`src/rtl/motor_startup_pkg.sv`:
```
// Purpose: constants, types and lookups for the start-up configuration block
// Assumes: 32-bit AHB-Lite data, one aligned word per register
// Notes: printed offsets are register indices; byte address is four times the index
package motor_startup_pkg;
  // ------------------------------------------------------------
  // register map
  // ------------------------------------------------------------
  localparam logic [31:0] IDX_FIRST = 32'h0000_0085;
  localparam logic [31:0] IDX_SECOND = 32'h0000_0086;
  localparam logic [31:0] ADDR_FIRST = IDX_FIRST << 2;
  localparam logic [31:0] ADDR_SECOND = IDX_SECOND << 2;
  localparam logic [31:0] RESET_FIRST = 32'h0000_0000;
  localparam logic [31:0] RESET_SECOND = 32'h0000_0000;
  localparam logic [31:0] MASK_FIRST = 32'hffff_fff7;
  localparam logic [31:0] MASK_SECOND = 32'hffff_ffff;
  // ------------------------------------------------------------
  // field positions of the first word
  // ------------------------------------------------------------
  localparam int THR_LSB = 9;
  localparam int THR_W = 5;
  localparam int RLS_BIT = 8;
  localparam int ADV_LSB = 6;
  localparam int RPT_LSB = 4;
  localparam int RSV_BIT = 3;
  localparam int RAMP_BIT = 2;
  localparam int BRAKE_BIT = 1;
  localparam int REV_BIT = 0;
  // ------------------------------------------------------------
  // timing and angle units
  // ------------------------------------------------------------
  localparam int CLK_PERIOD_NS = 8;
  localparam int RELEASE_NS = 1000;
  localparam int RELEASE_CYC = (RELEASE_NS + CLK_PERIOD_NS - 1) / CLK_PERIOD_NS;
  localparam logic [7:0] RELEASE_LAST = 8'(RELEASE_CYC - 1);
  localparam logic [3:0] SECTORS = 4'hc;
  localparam logic [3:0] ADV_STEP = 4'h3;
  localparam logic [13:0] THR_UNDEF_MA = 14'h0000;

  typedef struct packed {
    logic [4:0] thr;
    logic release_tristate;
    logic [1:0] adv;
    logic [1:0] repeats;
    logic ramp_en;
    logic brake_en;
    logic rev_sel;
  } ipd_cfg_t;

  typedef enum {ST_IDLE, ST_PULSE, ST_RELEASE, ST_DONE} seq_state_t;

  function automatic ipd_cfg_t unpack_first(input logic [31:0] w);
    ipd_cfg_t c;
    c.thr = w[THR_LSB +: THR_W];
    c.release_tristate = w[RLS_BIT];
    c.adv = w[ADV_LSB +: 2];
    c.repeats = w[RPT_LSB +: 2];
    c.ramp_en = w[RAMP_BIT];
    c.brake_en = w[BRAKE_BIT];
    c.rev_sel = w[REV_BIT];
    return c;
  endfunction : unpack_first

  // threshold code to milliamps, undefined codes give zero
  function automatic logic [13:0] thr_ma(input logic [4:0] code);
    case (code)
      5'h00: thr_ma = 14'd250;
      5'h01: thr_ma = 14'd500;
      5'h02: thr_ma = 14'd750;
      5'h03: thr_ma = 14'd1000;
      5'h04: thr_ma = 14'd1250;
      5'h05: thr_ma = 14'd1500;
      5'h06: thr_ma = 14'd2000;
      5'h07: thr_ma = 14'd2500;
      5'h08: thr_ma = 14'd3000;
      5'h09: thr_ma = 14'd3667;
      5'h0a: thr_ma = 14'd4000;
      5'h0b: thr_ma = 14'd4667;
      5'h0c: thr_ma = 14'd5000;
      5'h0d: thr_ma = 14'd5333;
      5'h0e: thr_ma = 14'd6000;
      5'h0f: thr_ma = 14'd6667;
      5'h10: thr_ma = 14'd7333;
      5'h11: thr_ma = 14'd8000;
      default: thr_ma = THR_UNDEF_MA;
    endcase
  endfunction : thr_ma

  // sector plus advance, in 30 degree steps, wrapped at a full turn
  function automatic logic [3:0] add_mod12(input logic [3:0] sector, input logic [1:0] adv);
    logic [4:0] s;
    s = {1'b0, sector} + 5'({adv, 2'b00} - {2'b00, adv});
    if (s >= {1'b0, SECTORS}) begin
      s = s - {1'b0, SECTORS};
    end
    return s[3:0];
  endfunction : add_mod12
endpackage : motor_startup_pkg

```
`src/rtl/motor_startup_cfg.sv`:
```
// Purpose: start-up configuration registers and rotor position pulse sequencer
// Assumes: single AHB-Lite master, word transfers, sensed sector inputs synchronous
// Notes: zero wait states; unmapped addresses read zero and ignore writes
//
// Overview of operation
// bits 13..9 pick pulse current threshold, 0h is 0.25 A up to 11h 8.0 A
// software must not write threshold codes 12h to 1Fh
// bit 8 clear brakes phases after each pulse, set leaves them tristated
// bits 7..6 add 0, 90, 180 or 270 degrees to detected position
// bits 5..4 run the detection one to four times
// bit 2 enables torque current ramp-down at open to closed loop handoff
// active braking only while bit 1 is set
// bit 0 selects forward or reverse settings for reverse drive
// second start-up word sits at index 86h and resets to zero
// reserved bit 3 of first word reads zero, writes ignored
`timescale 1ns/100ps
module motor_startup_cfg (
  input wire logic hclk,
  input wire logic hresetn,
  input wire logic hsel,
  input wire logic [31:0] haddr,
  input wire logic [1:0] htrans,
  input wire logic hwrite,
  input wire logic [2:0] hsize,
  input wire logic [31:0] hwdata,
  input wire logic hready,
  output logic [31:0] hrdata,
  output logic hreadyout,
  output logic hresp,
  input wire logic detect_start,
  input wire logic current_reached,
  input wire logic [3:0] sensed_sector,
  input wire logic handoff_transition,
  input wire logic brake_request,
  input wire logic reverse_drive,
  output logic [13:0] current_threshold_ma,
  output logic pulse_drive,
  output logic phases_brake,
  output logic phases_tristate,
  output logic detect_busy,
  output logic detect_done,
  output logic [3:0] rotor_sector,
  output logic torque_rampdown_active,
  output logic active_brake,
  output logic use_reverse_settings,
  output motor_startup_pkg::ipd_cfg_t cfg_out
);
  import motor_startup_pkg::*;

  // ------------------------------------------------------------
  // bus slave and registers
  // ------------------------------------------------------------
  logic [31:0] startup_config_first;
  logic [31:0] startup_config_second;
  logic [31:0] next_first;
  logic [31:0] next_second;
  logic wr_pend;
  logic [31:0] wr_addr;
  logic next_wr_pend;
  logic [31:0] next_wr_addr;
  logic [31:0] next_hrdata;
  logic addr_phase;
  ipd_cfg_t cfg;

  assign addr_phase = hsel && htrans[1] && hready;
  assign cfg = unpack_first(startup_config_first);

  always_comb begin
    next_first = startup_config_first;
    next_second = startup_config_second;
    if (wr_pend && wr_addr == ADDR_FIRST) begin
      next_first = hwdata & MASK_FIRST;
    end
    if (wr_pend && wr_addr == ADDR_SECOND) begin
      next_second = hwdata & MASK_SECOND;
    end
    next_wr_pend = addr_phase && hwrite;
    next_wr_addr = haddr;
    next_hrdata = 32'h0000_0000;
    // read path sees a write finishing in this same cycle
    if (addr_phase && !hwrite) begin
      if (haddr == ADDR_FIRST) begin
        next_hrdata = next_first;
      end else if (haddr == ADDR_SECOND) begin
        next_hrdata = next_second;
      end
    end
  end

  always_ff @(posedge hclk or negedge hresetn) begin
    if (!hresetn) begin
      startup_config_first <= RESET_FIRST;
      startup_config_second <= RESET_SECOND;
      wr_pend <= 1'b0;
      wr_addr <= 32'h0000_0000;
      hrdata <= 32'h0000_0000;
      hreadyout <= 1'b0;
      hresp <= 1'b0;
    end else begin
      startup_config_first <= next_first;
      startup_config_second <= next_second;
      wr_pend <= next_wr_pend;
      wr_addr <= next_wr_addr;
      hrdata <= next_hrdata;
      hreadyout <= 1'b1;
      hresp <= 1'b0;
    end
  end

  // ------------------------------------------------------------
  // position detection sequencer
  // ------------------------------------------------------------
  seq_state_t state;
  seq_state_t next_state;
  ipd_cfg_t run_cfg;
  ipd_cfg_t next_run_cfg;
  logic [1:0] runs_done;
  logic [1:0] next_runs_done;
  logic [7:0] rel_cnt;
  logic [7:0] next_rel_cnt;
  logic [3:0] captured;
  logic [3:0] next_captured;
  logic [3:0] next_rotor;

  always_comb begin
    next_state = state;
    next_run_cfg = run_cfg;
    next_runs_done = runs_done;
    next_rel_cnt = rel_cnt;
    next_captured = captured;
    next_rotor = rotor_sector;
    case (state)
      ST_IDLE: begin
        if (detect_start) begin
          next_run_cfg = cfg;
          next_runs_done = 2'b00;
          next_state = ST_PULSE;
        end
      end
      ST_PULSE: begin
        if (current_reached) begin
          next_captured = sensed_sector;
          next_rel_cnt = 8'h00;
          next_state = ST_RELEASE;
        end
      end
      ST_RELEASE: begin
        if (rel_cnt == RELEASE_LAST) begin
          if (runs_done == run_cfg.repeats) begin
            next_rotor = add_mod12(captured, run_cfg.adv);
            next_state = ST_DONE;
          end else begin
            next_runs_done = runs_done + 2'b01;
            next_state = ST_PULSE;
          end
        end else begin
          next_rel_cnt = rel_cnt + 8'h01;
        end
      end
      ST_DONE: begin
        next_state = ST_IDLE;
      end
      default: begin
        next_state = ST_IDLE;
      end
    endcase
  end

  always_ff @(posedge hclk or negedge hresetn) begin
    if (!hresetn) begin
      state <= ST_IDLE;
      run_cfg <= '0;
      runs_done <= 2'b00;
      rel_cnt <= 8'h00;
      captured <= 4'h0;
      rotor_sector <= 4'h0;
    end else begin
      state <= next_state;
      run_cfg <= next_run_cfg;
      runs_done <= next_runs_done;
      rel_cnt <= next_rel_cnt;
      captured <= next_captured;
      rotor_sector <= next_rotor;
    end
  end

  // ------------------------------------------------------------
  // registered outputs
  // ------------------------------------------------------------
  logic [13:0] next_thr_ma;
  logic next_pulse_drive;
  logic next_brake;
  logic next_tristate;
  logic next_busy;
  logic next_done;
  logic next_ramp;
  logic next_active_brake;
  logic next_use_rev;

  always_comb begin
    next_thr_ma = thr_ma(cfg.thr);
    next_pulse_drive = next_state == ST_PULSE;
    next_brake = next_state == ST_RELEASE && !next_run_cfg.release_tristate;
    next_tristate = next_state == ST_RELEASE && next_run_cfg.release_tristate;
    next_busy = next_state != ST_IDLE;
    next_done = next_state == ST_DONE;
    next_ramp = handoff_transition && cfg.ramp_en;
    next_active_brake = brake_request && cfg.brake_en;
    next_use_rev = reverse_drive && cfg.rev_sel;
  end

  always_ff @(posedge hclk or negedge hresetn) begin
    if (!hresetn) begin
      current_threshold_ma <= 14'h0000;
      pulse_drive <= 1'b0;
      phases_brake <= 1'b0;
      phases_tristate <= 1'b0;
      detect_busy <= 1'b0;
      detect_done <= 1'b0;
      torque_rampdown_active <= 1'b0;
      active_brake <= 1'b0;
      use_reverse_settings <= 1'b0;
      cfg_out <= '0;
    end else begin
      current_threshold_ma <= next_thr_ma;
      pulse_drive <= next_pulse_drive;
      phases_brake <= next_brake;
      phases_tristate <= next_tristate;
      detect_busy <= next_busy;
      detect_done <= next_done;
      torque_rampdown_active <= next_ramp;
      active_brake <= next_active_brake;
      use_reverse_settings <= next_use_rev;
      cfg_out <= cfg;
    end
  end

  // ------------------------------------------------------------
  // checks
  // ------------------------------------------------------------
  logic [2:0] pulse_count;
  logic second_written;

  always_ff @(posedge hclk or negedge hresetn) begin
    if (!hresetn) begin
      pulse_count <= 3'h0;
      second_written <= 1'b0;
    end else begin
      if (state == ST_IDLE && detect_start) begin
        pulse_count <= 3'h0;
      end else if (state == ST_PULSE && current_reached) begin
        pulse_count <= pulse_count + 3'h1;
      end
      if (wr_pend && wr_addr == ADDR_SECOND) begin
        second_written <= 1'b1;
      end
    end
  end
endmodule : motor_startup_cfg

```
`config.mk`:
```
export PLATFORM = sky130hd
export DESIGN_NAME = motor_startup_cfg
export DESIGN_NICKNAME = d
export VERILOG_FILES = /design/src/rtl/motor_startup_pkg.sv /design/src/rtl/motor_startup_cfg.sv
export SDC_FILE = /design/constraint.sdc
export NUM_CORES = 1
export LEC_CHECK = 0
export BUFFER_PORTS_ARGS = -buffer_cell sky130_fd_sc_hd__buf_2
export CORE_MARGIN = 1.5
export CORE_UTILIZATION = 40
export DETAILED_ROUTE_END_ITERATION = 8
export GPL_ROUTABILITY_DRIVEN = 0
export PLACE_DENSITY = 0.72
export SLEW_MARGIN = 30
export SYNTH_ARGS = -nofsm -noshare
export SYNTH_HDL_FRONTEND = slang
export SYNTH_SLANG_ARGS = --single-unit
```
`constraint.sdc`:
```
create_clock -name hclk -period 3.5 [get_ports hclk]
set_clock_uncertainty 0.15 [all_clocks]
set_input_delay 0.7 -clock hclk [delete_from_list [all_inputs] [get_ports hclk]]
set_output_delay 0.7 -clock hclk [all_outputs]
set_load 0.05 [all_outputs]
```
* After elaboration in Yosys (flattened, before gate mapping)
Memories as Yosys holds them, arrays and structs flattened. A register that Yosys moved wholly into a read port is not among the register bits. Cells that the tools add are included.
Cells by class: add/subtract/negate cells 5, magnitude comparators 1, eq/ne operators 16, muxes and demuxes 20, reduce and logical (&&, ||, !) cells 23
Operators with widths (number):
- $mux 32 | 8
- $eq 32x10->1 const B | 4
- $pmux 32 s3 | 1
- $eq 32x2->1 const B | 2
- $eq 32x3->1 const B | 2
- $eq 32x1->1 const B | 1
- $logic_not 32->1 | 1
- $mux 8 | 4
- $reduce_bool 32->1 | 1
- $pmux 8 s2 | 1
- $logic_and 1x1->1 | 11
- $ne 2x2->1 const B | 5
- $add 8x1->8 const B | 1
- $eq 8x7->1 const B | 1
- $mux 2 | 4
- $reduce_and 3->1 | 2
- $add 4x5->5 | 1
- $ge 5x4->1 const B | 1
- $sub 4x2->5 | 1
- $mux 4 | 1
- $pmux 2 s2 | 1
- $reduce_and 2->1 | 2
- $reduce_and 4->1 | 1
- $reduce_bool 2->1 | 2
- 4 further kinds | 6
Word-level totals: bits in registers 223, ROM bits 416, input port bits 83, output and inout bits 73, word-level logic and storage cells 99, memories kept 1
Memories:
- (no name shown) | depth 32, width 13, rd ports 1, clocked after memory_dff 1, wr ports 0, RTL line motor_startup_pkg.sv:65 | case (code)

* Depth between registers and ports, before layout
depth after elaboration 6, mapped depth 12, depth with buffers taken out 12

* Worst setup path after synthesis
OpenSTA, ideal clock, no wires.
path kind flip-flop to flip-flop, from register run_cfg[6] (netlist bit), to register rotor_sector[2], library setup time 0.125 ns, arrival time 2.370 ns, data required time 3.225 ns, setup slack 0.855 ns, stages on the path, launching flop included 12, path buffers 0, period minus slack after synthesis 2.645 ns, path through dfrtp_1 > inv_1 > ha_1 > ha_1 > fa_1 > xor2_1 > ha_1 > nand3b_1 > nand2b_1 > mux2i_1 > mux2i_1 > mux2_2
Between the ends: word-level cells in the longest chain between the ends 4, elaborated cells between the ends (all ways) 5, classes of those cells 3 x add/sub; 1 x order compare; 1 x mux
RTL lines:
- start, declared | RTL line motor_startup_cfg.sv:115 | ipd_cfg_t run_cfg;
- start signal, assigned | RTL line motor_startup_cfg.sv:179 | run_cfg <= next_run_cfg;
- $sub 4x2->5 (*) | RTL line motor_startup_pkg.sv:91 | s = {1'b0, sector} + 5'({adv, 2'b00} - {2'b00, adv});
- $add 4x5->5 (*) | RTL line motor_startup_pkg.sv:91
- $sub 4x4->4 / $ge 5x4->1 (equally long branches) | RTL line motor_startup_pkg.sv:93, motor_startup_pkg.sv:92
- $mux 4 (*) | RTL line motor_startup_pkg.sv:92 | if (s >= {1'b0, SECTORS}) begin
- end signal, assigned | RTL line motor_startup_cfg.sv:183 | rotor_sector <= next_rotor;
- end, declared | RTL line motor_startup_cfg.sv:42 | output logic [3:0] rotor_sector,
Every way passes the cells marked *; elsewhere a longest branch is shown, timed or not. A chain may end at the register's enable or synchronous reset.

* Worst setup path in the final report
Same ends and word-level chain as after synthesis.

==> key figures <==
Detailed routing
  – DRC viols: 0
  – Final ANT Viol Nets: 0
  – Top routing layer in use: met4
  – Routed met1 length: 6890 um
  – Detailed Route WL: 16200 um
  – Vias: 5249
  – Met2 Wirelength: 7970 um
  – DRT Pass-1 Iters: 4
  – Wire length per cell: 14.6 um
  – DRT iter0 DRCs: 218
  – Routed length on met3: 707 um
  – DR vias/cell: 4.72

Clocking
  – H-tree levels: 1
  – Clk_lat worst skew: 510 ps
  – Clock buffer count from CTS: 24
  – CTS tree: done
  – Clock buffer depth: 3
  – CTS sink count: 219
  – Clock slew at reported path FFs: 60 ps
  – CTS resizes: 0
  – Root buf cell: clkbuf_16

STA
  – Final setup fails: 0
  – Setup tns final: 0 ps
  – Final cycle utilization of the critical path: 81.4%
  – Final Critical Period: 2850 ps
  – Relative slew slack: 51.9%
  – Final slew viol count: 0
  – Unrepaired setup endpoints after global routing: false
  – Final hold vios: 0
  – Fmax: 0.351 GHz
  – Worst-margin pin slew: 718 ps

Worst setup path
  – Arrival @ worst endpoint: 3090 ps
  – R2r setup slk: 650 ps
  – Reg2reg path depth: 11
  – Kind of critical path: reg2reg
  – Worst-path fanout max: 3
  – Required time of the critical path: 3740 ps
  – Startpoint type of the worst setup path: flip-flop
  – R2R Path End: rotor_sector[2]
  – CP endpoint kind: flip-flop
  – Reg2reg start: run_cfg[6]

Power
  – Seq pwr share: 49.4%
  – Internal power: 4.17 mW
  – P per Cell Area: 508 nW/um2
  – Switching Share: 20.3%
  – Logic pwr share: 2.6%
  – Clock power frac: 48.0%
  – P_sw: 1.06 mW
  – Peak VDD IR: 0.000347 V
  – Leakage Power: 5.42 nW

Synth
  – Count leader, synth: dfrtp_1
  – Top FF cell, synth: dfrtp_1
  – Post-Syn Instances: 633
  – Post-synth ARST share: 100%
  – Synth Register Bits: 219
  – Seq/Total Area, Yosys: 66.4%
  – Yosys top cell area share: 66.4%
  – Largest cells by area after synthesis: dfrtp_1, mux2i_1, inv_1
  – Area of the mapped netlist: 8250 um2
  – Unique cell type count in the Yosys netlist: 47
  – Largest area contributor in the netlist: dfrtp_1
  – Avg Cell Area, Syn: 13.0 um2
  – Yosys warns: 0
  – Number of enable flip-flop cells after synthesis: 0
  – Synth top cells by count: dfrtp_1, inv_1, mux2i_1, o22ai_1, nor4_1

Layout
  – Area growth from synthesis to layout: 24.7%
  – Share of cells above drive strength 1: 26.9%
  – Net count, final: 923
  – Cell Count, Final, Fillers Out: 1113

Floorplan
  – Die area: 21500 um2
  – Die X: 147 um
  – Ports: 156
  – Row Count: 52
  – Die H: 147 um
  – Initial Utilization: 40.8%
  – Core area: 20200 um2

Run
  – Max-Cap Viols: 0

Placed design
  – Half-perimeter wire length after placement: 11000 um
  – PortBufs: 149
  – Placed cell count: 1067

Worst hold path
  – Worst min-delay path class: in2reg
  – Hold Startpoint: haddr[24]
  – Hold endpoint: wr_addr[24]
  – Hold Path Depth: 1

GRT
  – Vias in the first global route: 5350
  – First-pass GRT wire length: 26900 um
  – Antenna violations before repair: 3
  – Largest net degree at the start of global routing: 90
  – Overflow left after global routing: 0
  – GR Util All Layers: 15.5%

Outcome
  – Outcome: completed
## per-stage QoR
step | setup WS [ps] | hold WS, ps | utilization (%) | area [um2] | power (mW)
final | 653 | 163 | 50.9 | 10300 | 5.23
after global routing | 460 | 139 | 50.9 | 10300 | 5.43
after CTS | 637 | 142 | 50.8 | 10300 | 5.31
after detailed placement | 652 | 228 | 46.7 | 9460 | 2.76
after global placement | 712 | 232 | 46.7 | 9460 | 2.76
after floorplan | 855 | 202 | - | 8370 | 2.65
## cells by family (layout without fill, tap and decap cells)
kind of cell	count (synthesis)	after routing	synth area share (%)
buffers and inverters	114	290	5.50
adders and majority gates	16	16	2.52
and+or+nand+nor	110	110	8.58
muxes	83	83	10.2
xor gates and xnor gates	4	4	0.424
other	2	36	0.0910
DFF	219	219	66.4
AOI/OAI and AO/OA	85	85	6.31
## power by group through the flow
stage / combinational (mW) / clock [mW] / sequential, mW
6_report: 0.134 / 2.51 / 2.58
5_1_grt: 0.155 / 2.69 / 2.58
4_1_cts: 0.139 / 2.59 / 2.58
3_5_place_dp: 0.137 / 0 / 2.63
3_3_place_gp: 0.136 / 0 / 2.63
2_1_floorplan: 0.0216 / 0 / 2.63
## placed cells by master (no fill, tap or decap), types with 8 or more instances in the layout
cell,netlist,final
a21oi_1,13,13
buf_2,9,148
clkbuf_16,0,25
conb_1,2,33
dfrtp_1,219,219
ha_1,15,15
inv_1,88,88
mux2_2,8,8
mux2i_1,75,75
nand2_1,16,16
nor2_1,13,13
nor4_1,20,20
o21ai_0,15,15
o22ai_1,38,38
## flip-flops by register name (all words and copies together) (netlist names)
name                    cells
hreadyout                   1
wr_pend                     1
use_reverse_settings        1
cfg_out                    13
current_threshold_ma       13
detect_done                 1
torque_rampdown_active      1
wr_addr                    32
run_cfg                     5
startup_config_second      32
runs_done                   2
phases_tristate             1
detect_busy                 1
rotor_sector                4
pulse_drive                 1
rel_cnt                     8
captured                    4
startup_config_first       32
phases_brake                1
state                      32
active_brake                1
hrdata                     32
## area by class of cell
type                       count  area (um2)
fill                        1750        9940
sequential                   219        5480
multi-input combinational    331        2440
timing repair buffer         160         878
clock buffer                  32         702
tap                          270         338
inverter                      88         330
clock inverter                10         111
antenna                        3        7.51
## metal layers
metal / vias up / GRT usage, %
met3: 42 / 2.94
met5: - / 0
met1: 2559 / 19.7
li1: 2515 / -
met2: 133 / 25.8
met4: 0 / 7.02
## critical path, cell delays in order (launching register included)
cell	delay (ps)
dfrtp_1	360
inv_1	90
ha_1	240
ha_1	220
fa_1	440
xor2_1	190
ha_1	210
nand3b_1	100
nand2b_1	60
mux2i_1	270
mux2i_1	130
mux2_2	270
## timing repair
action	4_1_cts	5_1_grt
buffers inserted	0	0
hold endpoints to repair	48	0
hold buffers	1	0
## worst max-delay path by stage
stage                      end        from  cells after the start
3_5_place_dp   rotor_sector[2]  run_cfg[6]                     11
2_1_floorplan  rotor_sector[2]  run_cfg[6]                     11
4_1_cts        rotor_sector[2]  run_cfg[6]                     11
6_report       rotor_sector[2]  run_cfg[6]                     11
3_3_place_gp   rotor_sector[2]  run_cfg[6]                     11
5_1_grt        rotor_sector[2]  run_cfg[6]                     11
No activity file was read; power rests on OpenSTA's default activity.
